==> config.mk <==
export PLATFORM = sky130hd
export DESIGN_NAME = isa_move_shift_return_exec
export DESIGN_NICKNAME = d
export VERILOG_FILES = /design/src/hw/isa_exec_pkg.sv /design/src/hw/stack_if.sv /design/src/hw/isa_move_shift_return_exec.sv /design/src/hw/return_stack.sv
export VERILOG_INCLUDE_DIRS = /design/src /design/src/hw
export SDC_FILE = /design/constraint.sdc
export NUM_CORES = 1
export LEC_CHECK = 0
export ABC_CLOCK_PERIOD_IN_PS = 9400
export BUFFER_PORTS_ARGS = -buffer_cell sky130_fd_sc_hd__buf_2
export CORE_ASPECT_RATIO = 1.2
export CORE_MARGIN = 5
export CORE_UTILIZATION = 50
export CTS_CLUSTER_DIAMETER = 60
export DETAILED_ROUTE_END_ITERATION = 8
export GPL_TIMING_DRIVEN = 0
export PLACE_DENSITY = 0.66
export SYNTH_ARGS = -nofsm -noshare
export SYNTH_HDL_FRONTEND = slang
export SYNTH_SLANG_ARGS = --single-unit
==> constraint.sdc <==
create_clock -name ref_clk_in -period 9.4 [get_ports ref_clk_in]
set_input_delay 1.41 -clock ref_clk_in [delete_from_list [all_inputs] [get_ports ref_clk_in]]
set_output_delay 1.41 -clock ref_clk_in [all_outputs]
set_load 0.01 [all_outputs]
==> src/hw/isa_exec_map.svh <==
// Constant map for the move, shift and return execution block
`ifndef ISA_EXEC_MAP_SVH
`define ISA_EXEC_MAP_SVH
`define DATA_W        8
`define PTR_W         16
`define BANK_W        5
`define PAGE_W        7
`define PC_W          15
`define STACK_DEPTH   16
`define CARRY_BIT     0
`define ZERO_BIT      2
`define GIE_BIT       7
`define ALIAS0_ADDR   7'h00
`define ALIAS1_ADDR   7'h01
`define PTR_RESET     16'h0000
`define PC_RESET      15'h0000
`define RESET_HOLD    2
`endif

==> src/hw/isa_exec_pkg.sv <==
// Types shared by the execution block, its checker and its testbench
package isa_exec_pkg;
  typedef enum logic [4:0] {
    OP_NONE        = 5'h00,
    OP_INCREMENT_FILE_OP        = 5'h01,
    OP_IOR         = 5'h02,
    OP_SHL         = 5'h03,
    OP_SHR         = 5'h04,
    OP_COPY        = 5'h05,
    OP_IND_LOAD    = 5'h06,
    OP_IND_STORE   = 5'h07,
    OP_BANK_LIT    = 5'h08,
    OP_PAGE_LIT    = 5'h09,
    OP_ACC_LIT     = 5'h0a,
    OP_ACC_STORE   = 5'h0b,
    OP_PRESCALE    = 5'h0c,
    OP_SW_RESET    = 5'h0d,
    OP_IRQ_EXIT    = 5'h0e,
    OP_SUB_EXIT    = 5'h0f,
    OP_LIT_EXIT    = 5'h10,
    OP_ROT_LEFT    = 5'h11,
    OP_ROT_RIGHT   = 5'h12,
    OP_CALL        = 5'h13
  } op_type;

  typedef enum logic [2:0] {
    ST_EXEC  = 3'b001,
    ST_POP   = 3'b010,
    ST_RESET = 3'b100
  } state_type;
endpackage

==> src/hw/stack_if.sv <==
// Push and pop carrier between the executor and its return stack
`timescale 1ns/1ps
`default_nettype none
interface stack_if #(parameter int PC_W = 15);
  logic            push;
  logic            pop;
  logic [PC_W-1:0] push_data;
  logic [PC_W-1:0] top;
  modport owner (output push, output pop, output push_data, input top);
  modport store (input push, input pop, input push_data, output top);
endinterface
`default_nettype wire
==> src/hw/isa_move_shift_return_exec.sv <==
// Executor for move, shift, indirect and return instructions
`timescale 1ns/1ps
`default_nettype none
`include "isa_exec_map.svh"
// How it works
// - Destination bit 0 writes accumulator, 1 writes the file register.
// - Increment adds one to the file, updates only zero.
// - OR combines accumulator and file, updates only zero.
// - Left shift: bit 7 to carry, zero into bit 0, carry and zero.
// - Right shift: bit 0 to carry, zero into bit 7, carry and zero.
// - Copy moves file to destination and sets zero, one cycle.
// - Pointer code 00 pre-inc, 01 pre-dec, 10 post-inc, 11 post-dec.
// - Offset form uses pointer plus signed offset, pointer unchanged.
// - The sixteen-bit pointer wraps at both ends.
// - Pointer updates touch no flag; indirect load still sets zero.
// - Alias register accesses go to the address in its pointer.
// - Bank literal loads the bank select register, no flags.
// - Page literal loads seven bits into the upper pc latch.
// - Accumulator literal loads eight bits, no flags.
// - Accumulator store copies accumulator to file, one cycle, no flags.
// - Prescaler load copies accumulator to prescaler configuration.
// - Software reset resets the device and clears its reset flag.
// - Interrupt exit pops pc and sets global enable, two cycles.
// - Subroutine exit pops stack into pc, two cycles, no flags.
// - Literal exit loads accumulator and pops pc, two cycles.
// - Rotate left through carry, one cycle, only carry changes.
// - Rotate right through carry, only carry changes.
module isa_move_shift_return_exec #(
  parameter int DATA_W = `DATA_W,
  parameter int PTR_W  = `PTR_W,
  parameter int PC_W   = `PC_W,
  parameter int DEPTH  = `STACK_DEPTH
) (
  input  wire logic                 ref_clk_in,
  input  wire logic                 rst_in,
  input  wire logic                 op_valid_in,
  input  var  isa_exec_pkg::op_type op_in,
  input  wire logic [6:0]           file_addr_in,
  input  wire logic                 dest_in,
  input  wire logic [7:0]           literal_in,
  input  wire logic                 ptr_sel_in,
  input  wire logic [1:0]           pointer_update_code_in,
  input  wire logic                 rel_offset_in,
  input  wire logic [5:0]           offset_in,
  input  wire logic [PC_W-1:0]      call_target_in,
  input  wire logic [PC_W-1:0]      pc_in,
  input  wire logic [DATA_W-1:0]    file_rdata_in,
  input  wire logic [DATA_W-1:0]    mem_rdata_in,
  output logic [6:0]                file_addr_out,
  output logic                      file_we_out,
  output logic [DATA_W-1:0]         file_wdata_out,
  output logic [PTR_W-1:0]          mem_addr_out,
  output logic                      mem_we_out,
  output logic [DATA_W-1:0]         mem_wdata_out,
  output logic [DATA_W-1:0]         accumulator_out,
  output logic [DATA_W-1:0]         status_out,
  output logic [`BANK_W-1:0]        bank_select_reg_out,
  output logic [`PAGE_W-1:0]        pc_upper_latch_out,
  output logic [DATA_W-1:0]         prescaler_cfg_out,
  output logic [DATA_W-1:0]         irq_control_reg_out,
  output logic [DATA_W-1:0]         power_control_reg_out,
  output logic [PTR_W-1:0]          indirect_pointer0_out,
  output logic [PTR_W-1:0]          indirect_pointer1_out,
  output logic [PC_W-1:0]           pc_load_out,
  output logic                      pc_load_en_out,
  output logic                      busy_out,
  output logic                      device_reset_out
);
  import isa_exec_pkg::*;

  initial begin
    if (DATA_W != 8) $error("DATA_W must be 8");
    if (PTR_W != 16) $error("PTR_W must be 16");
  end

  // ==========================================================
  // State
  // ==========================================================
  state_type            state_r;
  state_type            state_nxt;
  logic [DATA_W-1:0]    acc_r;
  logic                 carry_r;
  logic                 zero_r;
  logic [PTR_W-1:0]     ptr_r [2];
  logic [1:0]           rst_cnt_r;
  logic                 ri_flag_r;
  logic                 pop_gie_r;
  logic                 pop_lit_r;
  logic [DATA_W-1:0]    pop_acc_r;

  stack_if #(.PC_W(PC_W)) stk ();

  return_stack #(.DEPTH(DEPTH), .PC_W(PC_W)) u_stack (
    .ref_clk_in (ref_clk_in),
    .rst_in     (rst_in),
    .stk        (stk)
  );

  // ==========================================================
  // Operand and result datapath
  // ==========================================================
  logic                 exec;
  logic                 alias_hit;
  logic                 alias_sel;
  logic [PTR_W-1:0]     sel_ptr;
  logic [PTR_W-1:0]     ptr_inc;
  logic [PTR_W-1:0]     ptr_dec;
  logic [PTR_W-1:0]     ptr_upd;
  logic [PTR_W-1:0]     ind_addr;
  logic [DATA_W-1:0]    src;
  logic [DATA_W-1:0]    result;
  logic                 res_carry;
  logic                 wr_carry;
  logic                 wr_zero;
  logic                 to_dest;

  assign exec      = op_valid_in && (state_r == ST_EXEC);
  assign alias_hit = (file_addr_in == `ALIAS0_ADDR) ||
                     (file_addr_in == `ALIAS1_ADDR);
  assign alias_sel = (file_addr_in == `ALIAS1_ADDR);
  assign sel_ptr   = ptr_r[ptr_sel_in];
  assign ptr_inc   = sel_ptr + PTR_W'(1);
  assign ptr_dec   = sel_ptr - PTR_W'(1);
  assign ptr_upd   = pointer_update_code_in[0] ? ptr_dec : ptr_inc;

  // Pre modes use the updated value, post modes the old one
  always_comb begin
    if (rel_offset_in) begin
      ind_addr = sel_ptr + {{(PTR_W-6){offset_in[5]}}, offset_in};
    end else if (!pointer_update_code_in[1]) begin
      ind_addr = ptr_upd;
    end else begin
      ind_addr = sel_ptr;
    end
  end

  // Alias reads come back over the indirect memory port
  assign src = alias_hit ? mem_rdata_in : file_rdata_in;

  always_comb begin
    result    = src;
    res_carry = carry_r;
    wr_carry  = 1'b0;
    wr_zero   = 1'b0;
    to_dest   = 1'b0;
    unique case (op_in)
      OP_INCREMENT_FILE_OP: begin
        result  = src + 8'h01;
        wr_zero = 1'b1;
        to_dest = 1'b1;
      end
      OP_IOR: begin
        result  = acc_r | src;
        wr_zero = 1'b1;
        to_dest = 1'b1;
      end
      OP_SHL: begin
        result    = {src[6:0], 1'b0};
        res_carry = src[7];
        wr_carry  = 1'b1;
        wr_zero   = 1'b1;
        to_dest   = 1'b1;
      end
      OP_SHR: begin
        result    = {1'b0, src[7:1]};
        res_carry = src[0];
        wr_carry  = 1'b1;
        wr_zero   = 1'b1;
        to_dest   = 1'b1;
      end
      OP_COPY: begin
        result  = src;
        wr_zero = 1'b1;
        to_dest = 1'b1;
      end
      OP_ROT_LEFT: begin
        result    = {src[6:0], carry_r};
        res_carry = src[7];
        wr_carry  = 1'b1;
        to_dest   = 1'b1;
      end
      OP_ROT_RIGHT: begin
        result    = {carry_r, src[7:1]};
        res_carry = src[0];
        wr_carry  = 1'b1;
        to_dest   = 1'b1;
      end
      OP_IND_LOAD: begin
        result  = mem_rdata_in;
        wr_zero = 1'b1;
      end
      default: begin
        result = src;
      end
    endcase
  end

  // ==========================================================
  // Sequencer
  // ==========================================================
  always_comb begin
    state_nxt = state_r;
    unique case (state_r)
      ST_EXEC: begin
        if (exec && op_in == OP_SW_RESET) begin
          state_nxt = ST_RESET;
        end else if (exec && (op_in == OP_IRQ_EXIT ||
                              op_in == OP_SUB_EXIT ||
                              op_in == OP_LIT_EXIT)) begin
          state_nxt = ST_POP;
        end
      end
      ST_POP: begin
        state_nxt = ST_EXEC;
      end
      ST_RESET: begin
        if (rst_cnt_r == 2'(`RESET_HOLD - 1)) begin
          state_nxt = ST_EXEC;
        end
      end
      default: begin
        state_nxt = ST_EXEC;
      end
    endcase
  end

  always_ff @(posedge ref_clk_in) begin
    if (rst_in) begin
      state_r <= ST_EXEC;
    end else begin
      state_r <= state_nxt;
    end
  end

  // Reset pulse is held a few cycles so the whole core sees it
  always_ff @(posedge ref_clk_in) begin
    if (rst_in || state_r != ST_RESET) begin
      rst_cnt_r <= 2'h0;
    end else begin
      rst_cnt_r <= rst_cnt_r + 2'h1;
    end
  end

  // Stack pops in the first cycle; pc loads at the end of the first
  assign stk.pop       = exec && (op_in == OP_IRQ_EXIT ||
                                  op_in == OP_SUB_EXIT ||
                                  op_in == OP_LIT_EXIT);
  assign stk.push      = exec && (op_in == OP_CALL);
  assign stk.push_data = pc_in + PC_W'(1);

  always_ff @(posedge ref_clk_in) begin
    if (rst_in) begin
      pc_load_out    <= `PC_RESET;
      pc_load_en_out <= 1'b0;
    end else begin
      pc_load_en_out <= stk.pop || (exec && op_in == OP_CALL);
      pc_load_out    <= stk.pop ? stk.top : call_target_in;
    end
  end

  always_ff @(posedge ref_clk_in) begin
    if (rst_in) begin
      pop_gie_r <= 1'b0;
      pop_lit_r <= 1'b0;
      pop_acc_r <= 8'h00;
    end else begin
      pop_gie_r <= exec && op_in == OP_IRQ_EXIT;
      pop_lit_r <= exec && op_in == OP_LIT_EXIT;
      pop_acc_r <= literal_in;
    end
  end

  // ==========================================================
  // Architectural registers
  // ==========================================================
  always_ff @(posedge ref_clk_in) begin
    if (rst_in || state_r == ST_RESET) begin
      acc_r <= 8'h00;
    end else if (pop_lit_r && state_r == ST_POP) begin
      acc_r <= pop_acc_r;
    end else if (exec && (op_in == OP_ACC_LIT)) begin
      acc_r <= literal_in;
    end else if (exec && op_in == OP_IND_LOAD) begin
      acc_r <= mem_rdata_in;
    end else if (exec && to_dest && !dest_in) begin
      acc_r <= result;
    end
  end

  always_ff @(posedge ref_clk_in) begin
    if (rst_in || state_r == ST_RESET) begin
      carry_r <= 1'b0;
      zero_r  <= 1'b0;
    end else if (exec) begin
      if (wr_carry) begin
        carry_r <= res_carry;
      end
      if (wr_zero) begin
        zero_r <= (result == 8'h00);
      end
    end
  end

  always_ff @(posedge ref_clk_in) begin
    if (rst_in || state_r == ST_RESET) begin
      ptr_r[0] <= `PTR_RESET;
      ptr_r[1] <= `PTR_RESET;
    end else if (exec && !rel_offset_in &&
                 (op_in == OP_IND_LOAD || op_in == OP_IND_STORE)) begin
      ptr_r[ptr_sel_in] <= ptr_upd;
    end
  end

  always_ff @(posedge ref_clk_in) begin
    if (rst_in || state_r == ST_RESET) begin
      bank_select_reg_out <= '0;
      pc_upper_latch_out  <= '0;
      prescaler_cfg_out   <= 8'hff;
    end else if (exec) begin
      if (op_in == OP_BANK_LIT) begin
        bank_select_reg_out <= {1'b0, literal_in[3:0]};
      end
      if (op_in == OP_PAGE_LIT) begin
        pc_upper_latch_out <= literal_in[6:0];
      end
      if (op_in == OP_PRESCALE) begin
        prescaler_cfg_out <= acc_r;
      end
    end
  end

  // Global enable survives only its own set; the software reset clears it
  always_ff @(posedge ref_clk_in) begin
    if (rst_in || state_r == ST_RESET) begin
      irq_control_reg_out <= 8'h00;
    end else if (pop_gie_r && state_r == ST_POP) begin
      irq_control_reg_out[`GIE_BIT] <= 1'b1;
    end
  end

  // Active-low flag: cleared by the instruction, set by a pin reset
  always_ff @(posedge ref_clk_in) begin
    if (rst_in) begin
      ri_flag_r <= 1'b1;
    end else if (exec && op_in == OP_SW_RESET) begin
      ri_flag_r <= 1'b0;
    end
  end

  // ==========================================================
  // Output stage
  // ==========================================================
  always_ff @(posedge ref_clk_in) begin
    if (rst_in) begin
      file_addr_out  <= 7'h00;
      file_we_out    <= 1'b0;
      file_wdata_out <= 8'h00;
      mem_addr_out   <= '0;
      mem_we_out     <= 1'b0;
      mem_wdata_out  <= 8'h00;
    end else begin
      file_addr_out  <= file_addr_in;
      file_we_out    <= exec && !alias_hit &&
                        ((to_dest && dest_in) || op_in == OP_ACC_STORE);
      file_wdata_out <= (op_in == OP_ACC_STORE) ? acc_r : result;
      mem_addr_out   <= (alias_hit && op_in != OP_IND_LOAD &&
                         op_in != OP_IND_STORE) ?
                        ptr_r[alias_sel] : ind_addr;
      mem_we_out     <= exec && (op_in == OP_IND_STORE ||
                        (alias_hit && ((to_dest && dest_in) ||
                                       op_in == OP_ACC_STORE)));
      mem_wdata_out  <= (op_in == OP_ACC_STORE || op_in == OP_IND_STORE) ?
                        acc_r : result;
    end
  end

  always_ff @(posedge ref_clk_in) begin
    if (rst_in) begin
      accumulator_out       <= 8'h00;
      status_out            <= 8'h00;
      power_control_reg_out <= 8'h00;
      indirect_pointer0_out <= `PTR_RESET;
      indirect_pointer1_out <= `PTR_RESET;
      busy_out              <= 1'b0;
      device_reset_out      <= 1'b0;
    end else begin
      accumulator_out       <= acc_r;
      status_out            <= {5'h00, zero_r, 1'b0, carry_r};
      power_control_reg_out <= {5'h00, ri_flag_r, 2'h0};
      indirect_pointer0_out <= ptr_r[0];
      indirect_pointer1_out <= ptr_r[1];
      busy_out              <= (state_nxt != ST_EXEC);
      device_reset_out      <= (state_nxt == ST_RESET);
    end
  end
endmodule
`default_nettype wire

==> src/hw/return_stack.sv <==
// Circular hardware return stack
`timescale 1ns/1ps
`default_nettype none
`include "isa_exec_map.svh"
module return_stack #(
  parameter int DEPTH = `STACK_DEPTH,
  parameter int PC_W  = `PC_W
) (
  input  wire logic  ref_clk_in,
  input  wire logic  rst_in,
  stack_if.store     stk
);
  localparam int AW = $clog2(DEPTH);
  logic [PC_W-1:0] mem [DEPTH];
  logic [AW-1:0]   sp_r;

  initial begin
    if (DEPTH < 2 || (1 << AW) != DEPTH) $error("DEPTH must be power of 2");
  end

  // Pointer wraps like the real stack; overflow is not trapped here
  always_ff @(posedge ref_clk_in) begin
    if (rst_in) begin
      sp_r <= '0;
    end else if (stk.push) begin
      sp_r <= sp_r + AW'(1);
    end else if (stk.pop) begin
      sp_r <= sp_r - AW'(1);
    end
  end

  always_ff @(posedge ref_clk_in) begin
    if (stk.push) begin
      mem[sp_r] <= stk.push_data;
    end
  end

  assign stk.top = mem[sp_r - AW'(1)];
endmodule
`default_nettype wire

==> flow_summary.yaml <==
critical_path:
  start_kind: "input port"
  crit_type: "in2reg"
  regToRegSetupSlack_ns: 4.79
  critPathCaptureType: "flip-flop"
  worstPathRequired_ns: 9.82
  crit_fanout: 10
  crit_arrival_ns: 5.83
timing:
  setup_viol: 0
  setup_tns_ns: 0
  fmax_ghz: 0.185
  min_period_over_period: 0.576
  hold_viol: 0
  hold_ws_ns: 0.429
  fin_skew_ns: 0.00846
  worst-slew-pin-transition_ns: 1.40
  grt_setup_unrepaired: "no"
  min_period_ns: 5.41
  relSlewSlack: 0.0619
  drv_slew: 0
layout:
  utilization: 0.591
  fin_nets: 1874
  drive_gt1_frac: 0.246
  antenna_cells: 0
  final_common_cell: "edfxtp_1"
  final_cell_mix: "272 x edfxtp_1, 207 x buf_2, 152 x dfxtp_1, 119 x nor2_1, 113 x nand2_1"
  area_delta_synth_final_pct: 17.5
synth:
  synth_cell_types: 90
  synthArstFlopShare: 0
  synth_top_family_by_area: "simple AND/OR/NAND/NOR gates"
  synth-compound-area-share: 0.0933
  synth_edf_count: 272
  synth_xor_xnor_area_share: 0.0227
  synth_area_per_cell_um2: 12.8
  seq_area_frac_synth: 0.593
  synthCells: 1477
  synth.cell_area_mm2: 0.0189
  ys_warn_count: 0
  synthAdderAreaFrac: 0.0260
  synthFlopType: "edfxtp_1"
  synth-seq-cells: 424
  synth_mux_area_frac: 0.114
  synthSimpleGateAreaFrac: 0.122
power_and_ir_drop:
  p_per_area_mw_per_mm2: 187
  p_leak_nw: 8.43
  p_int_mw: 3.14
  ir_drop_mv: 0.120
  clkPwrFrac: 0.393
  netSwitchingFraction: 0.243
  combPwrFrac: 0.115
  seq_power_share: 0.492
  p_switching_mw: 1.01
global_route:
  grt_pass1_vias: 13100
  grt_usage: 0.248
  antenna_found_initial: 0
  grt-ovfl-total: 0
  grt_first_pass_wirelength_um: 79800
  grt_max_degree: 20
place:
  post-dp-hpwl_um: 38600
  io_buffers: 194
  gp_congestion: 0.935
die:
  core_mm2: 0.0376
  io_pins: 223
  dieArea_mm2: 0.0418
  rows: 78
  initial_core_util: 0.503
  fp.dieH_um: 223
  fp.dieW_um: 187
clock_network:
  cts_tree: "built"
  cts_buffer_depth: 3
  post-cts-setup-buffers: 0
  ctsResizeCount: 0
  clk-insertion-delay-late_ns: 0.55
  clkSinkCount: 424
  cts-root-buf: "clkbuf_16"
  cts-hold-fix-buffers: 0
  numCtsBuffers: 43
  clkSlewWorstSetupHoldPaths_ns: 0.06
  h-tree-depth: 2
hold_path:
  min_path_type: "reg2reg"
detailed_routing:
  vias_per_cell: 5.90
  via_count: 13400
  drt_wl_total_um: 53100
  drt-initial-drc-count: 1298
  firstDrtPassIters: 5
  routedWlPerCell_um: 23.4
  drc_errors: 0
  ant_nets: 0
run:
  maxCapViolations: 0
run_status:
  status: "complete, no violations"
power groups by stage:
stage | clock network [mW] | registers [mW] | logic (mW)
after CTS | 1.66 | 2.04 | 0.474
after global routing | 1.74 | 2.04 | 0.514
after detailed placement | 0 | 2.08 | 0.471
after global placement | 0 | 2.08 | 0.463
final | 1.63 | 2.04 | 0.476
after floorplan | 0 | 2.09 | 0.290
flip-flops by register name, indices dropped and copies added, names as in the netlist, 3 cells and up:
signal / count
acc_r: 8
accumulator_out: 8
bank_select_reg_out: 4
file_addr_out: 7
file_wdata_out: 8
indirect_pointer0_out: 16
indirect_pointer1_out: 16
mem_addr_out: 16
mem_wdata_out: 8
pc_load_out: 15
pc_upper_latch_out: 7
pop_acc_r: 8
prescaler_cfg_out: 8
ptr_r: 32
state_r: 3
u_stack.mem: 240
u_stack.sp_r: 4
routing by layer:
layer,part of all wire,track usage,up-vias,wire (um)
met1,0.40,0.326,6577,21300
met5,0,0,-,0
met4,0.035,0.0867,0,1870
li1,-,-,6088,-
met3,0.070,0.0421,106,3710
met2,0.49,0.421,603,26200
cell usage after synthesis, types with 10 or more instances:
| library cell | number | area [um^2] |
|---|---|---|
| a211oi_1 | 25 | 188 |
| a21o_1 | 14 | 105 |
| a21oi_1 | 72 | 360 |
| a31oi_1 | 12 | 75.1 |
| and3_1 | 15 | 93.8 |
| buf_2 | 13 | 65.1 |
| buf_4 | 21 | 158 |
| clkbuf_1 | 58 | 218 |
| dfxtp_1 | 152 | 3040 |
| edfxtp_1 | 272 | 8170 |
| ha_1 | 36 | 450 |
| inv_1 | 21 | 78.8 |
| mux2_2 | 16 | 180 |
| mux2i_1 | 26 | 260 |
| mux4_2 | 75 | 1690 |
| nand2_1 | 113 | 424 |
| nand2b_1 | 16 | 100 |
| nand3_1 | 36 | 180 |
| nand4_1 | 10 | 62.6 |
| nor2_1 | 131 | 492 |
| nor2b_1 | 63 | 394 |
| nor3_1 | 22 | 110 |
| o211ai_1 | 11 | 82.6 |
| o21ai_0 | 52 | 260 |
| xnor2_1 | 29 | 254 |
| xor2_1 | 20 | 175 |
per-stage QoR:
stage          area (um^2)  setup WS, ns  cells  power (mW)
3_5_place_dp         20900          3.55   2191        2.55
4_1_cts              22200          4.09   2267        4.17
3_3_place_gp         20500          3.65   2171        2.54
5_1_grt              22200          3.82   2267        4.29
2_1_floorplan        19000          4.91   1497        2.38
6_report             22200          3.99   2267        4.15
final timing paths:
check                                startpoint                to  cells past startpoint
worst max register to register  u_stack.sp_r[0]   pc_load_out[10]                     10
worst max-delay path                 ptr_sel_in  mem_addr_out[15]                     13
worst min-delay path               rst_cnt_r[0]      rst_cnt_r[0]                      1
worst min register to register     rst_cnt_r[0]      rst_cnt_r[0]                      1
cells by family (layout without fill, tap and decap cells):
group,Yosys count,count (layout)
compound gates,268,268
xor+xnor,49,49
fa+ha+maj,38,38
buf+inv,119,409
flops,424,424
mux,118,118
other cells,1,21
simple gates,460,460
critical path: stages:
cell and delay, ns:
buf_2 0.11, buf_1 0.55, clkbuf_1 0.47, mux2i_1 0.60, inv_1 0.14, ha_1 0.32, a211oi_1 0.09, o21ai_0 0.39
a41oi_1 0.24, o41ai_1 0.68, a2111oi_0 0.24, nor4_1 0.47, o22ai_1 0.12
area by class of cell:
class,count,area [um^2]
fillers,3035,15400
flip-flops and latches,424,11200
multi-input cells,954,7280
repair buffers,214,1230
clock buffers,62,1220
well taps,480,601
plain buffers,97,460
clock inverters,14,120
inverters,22,82.6
Note: power is estimated with default switching activity, not from simulation.
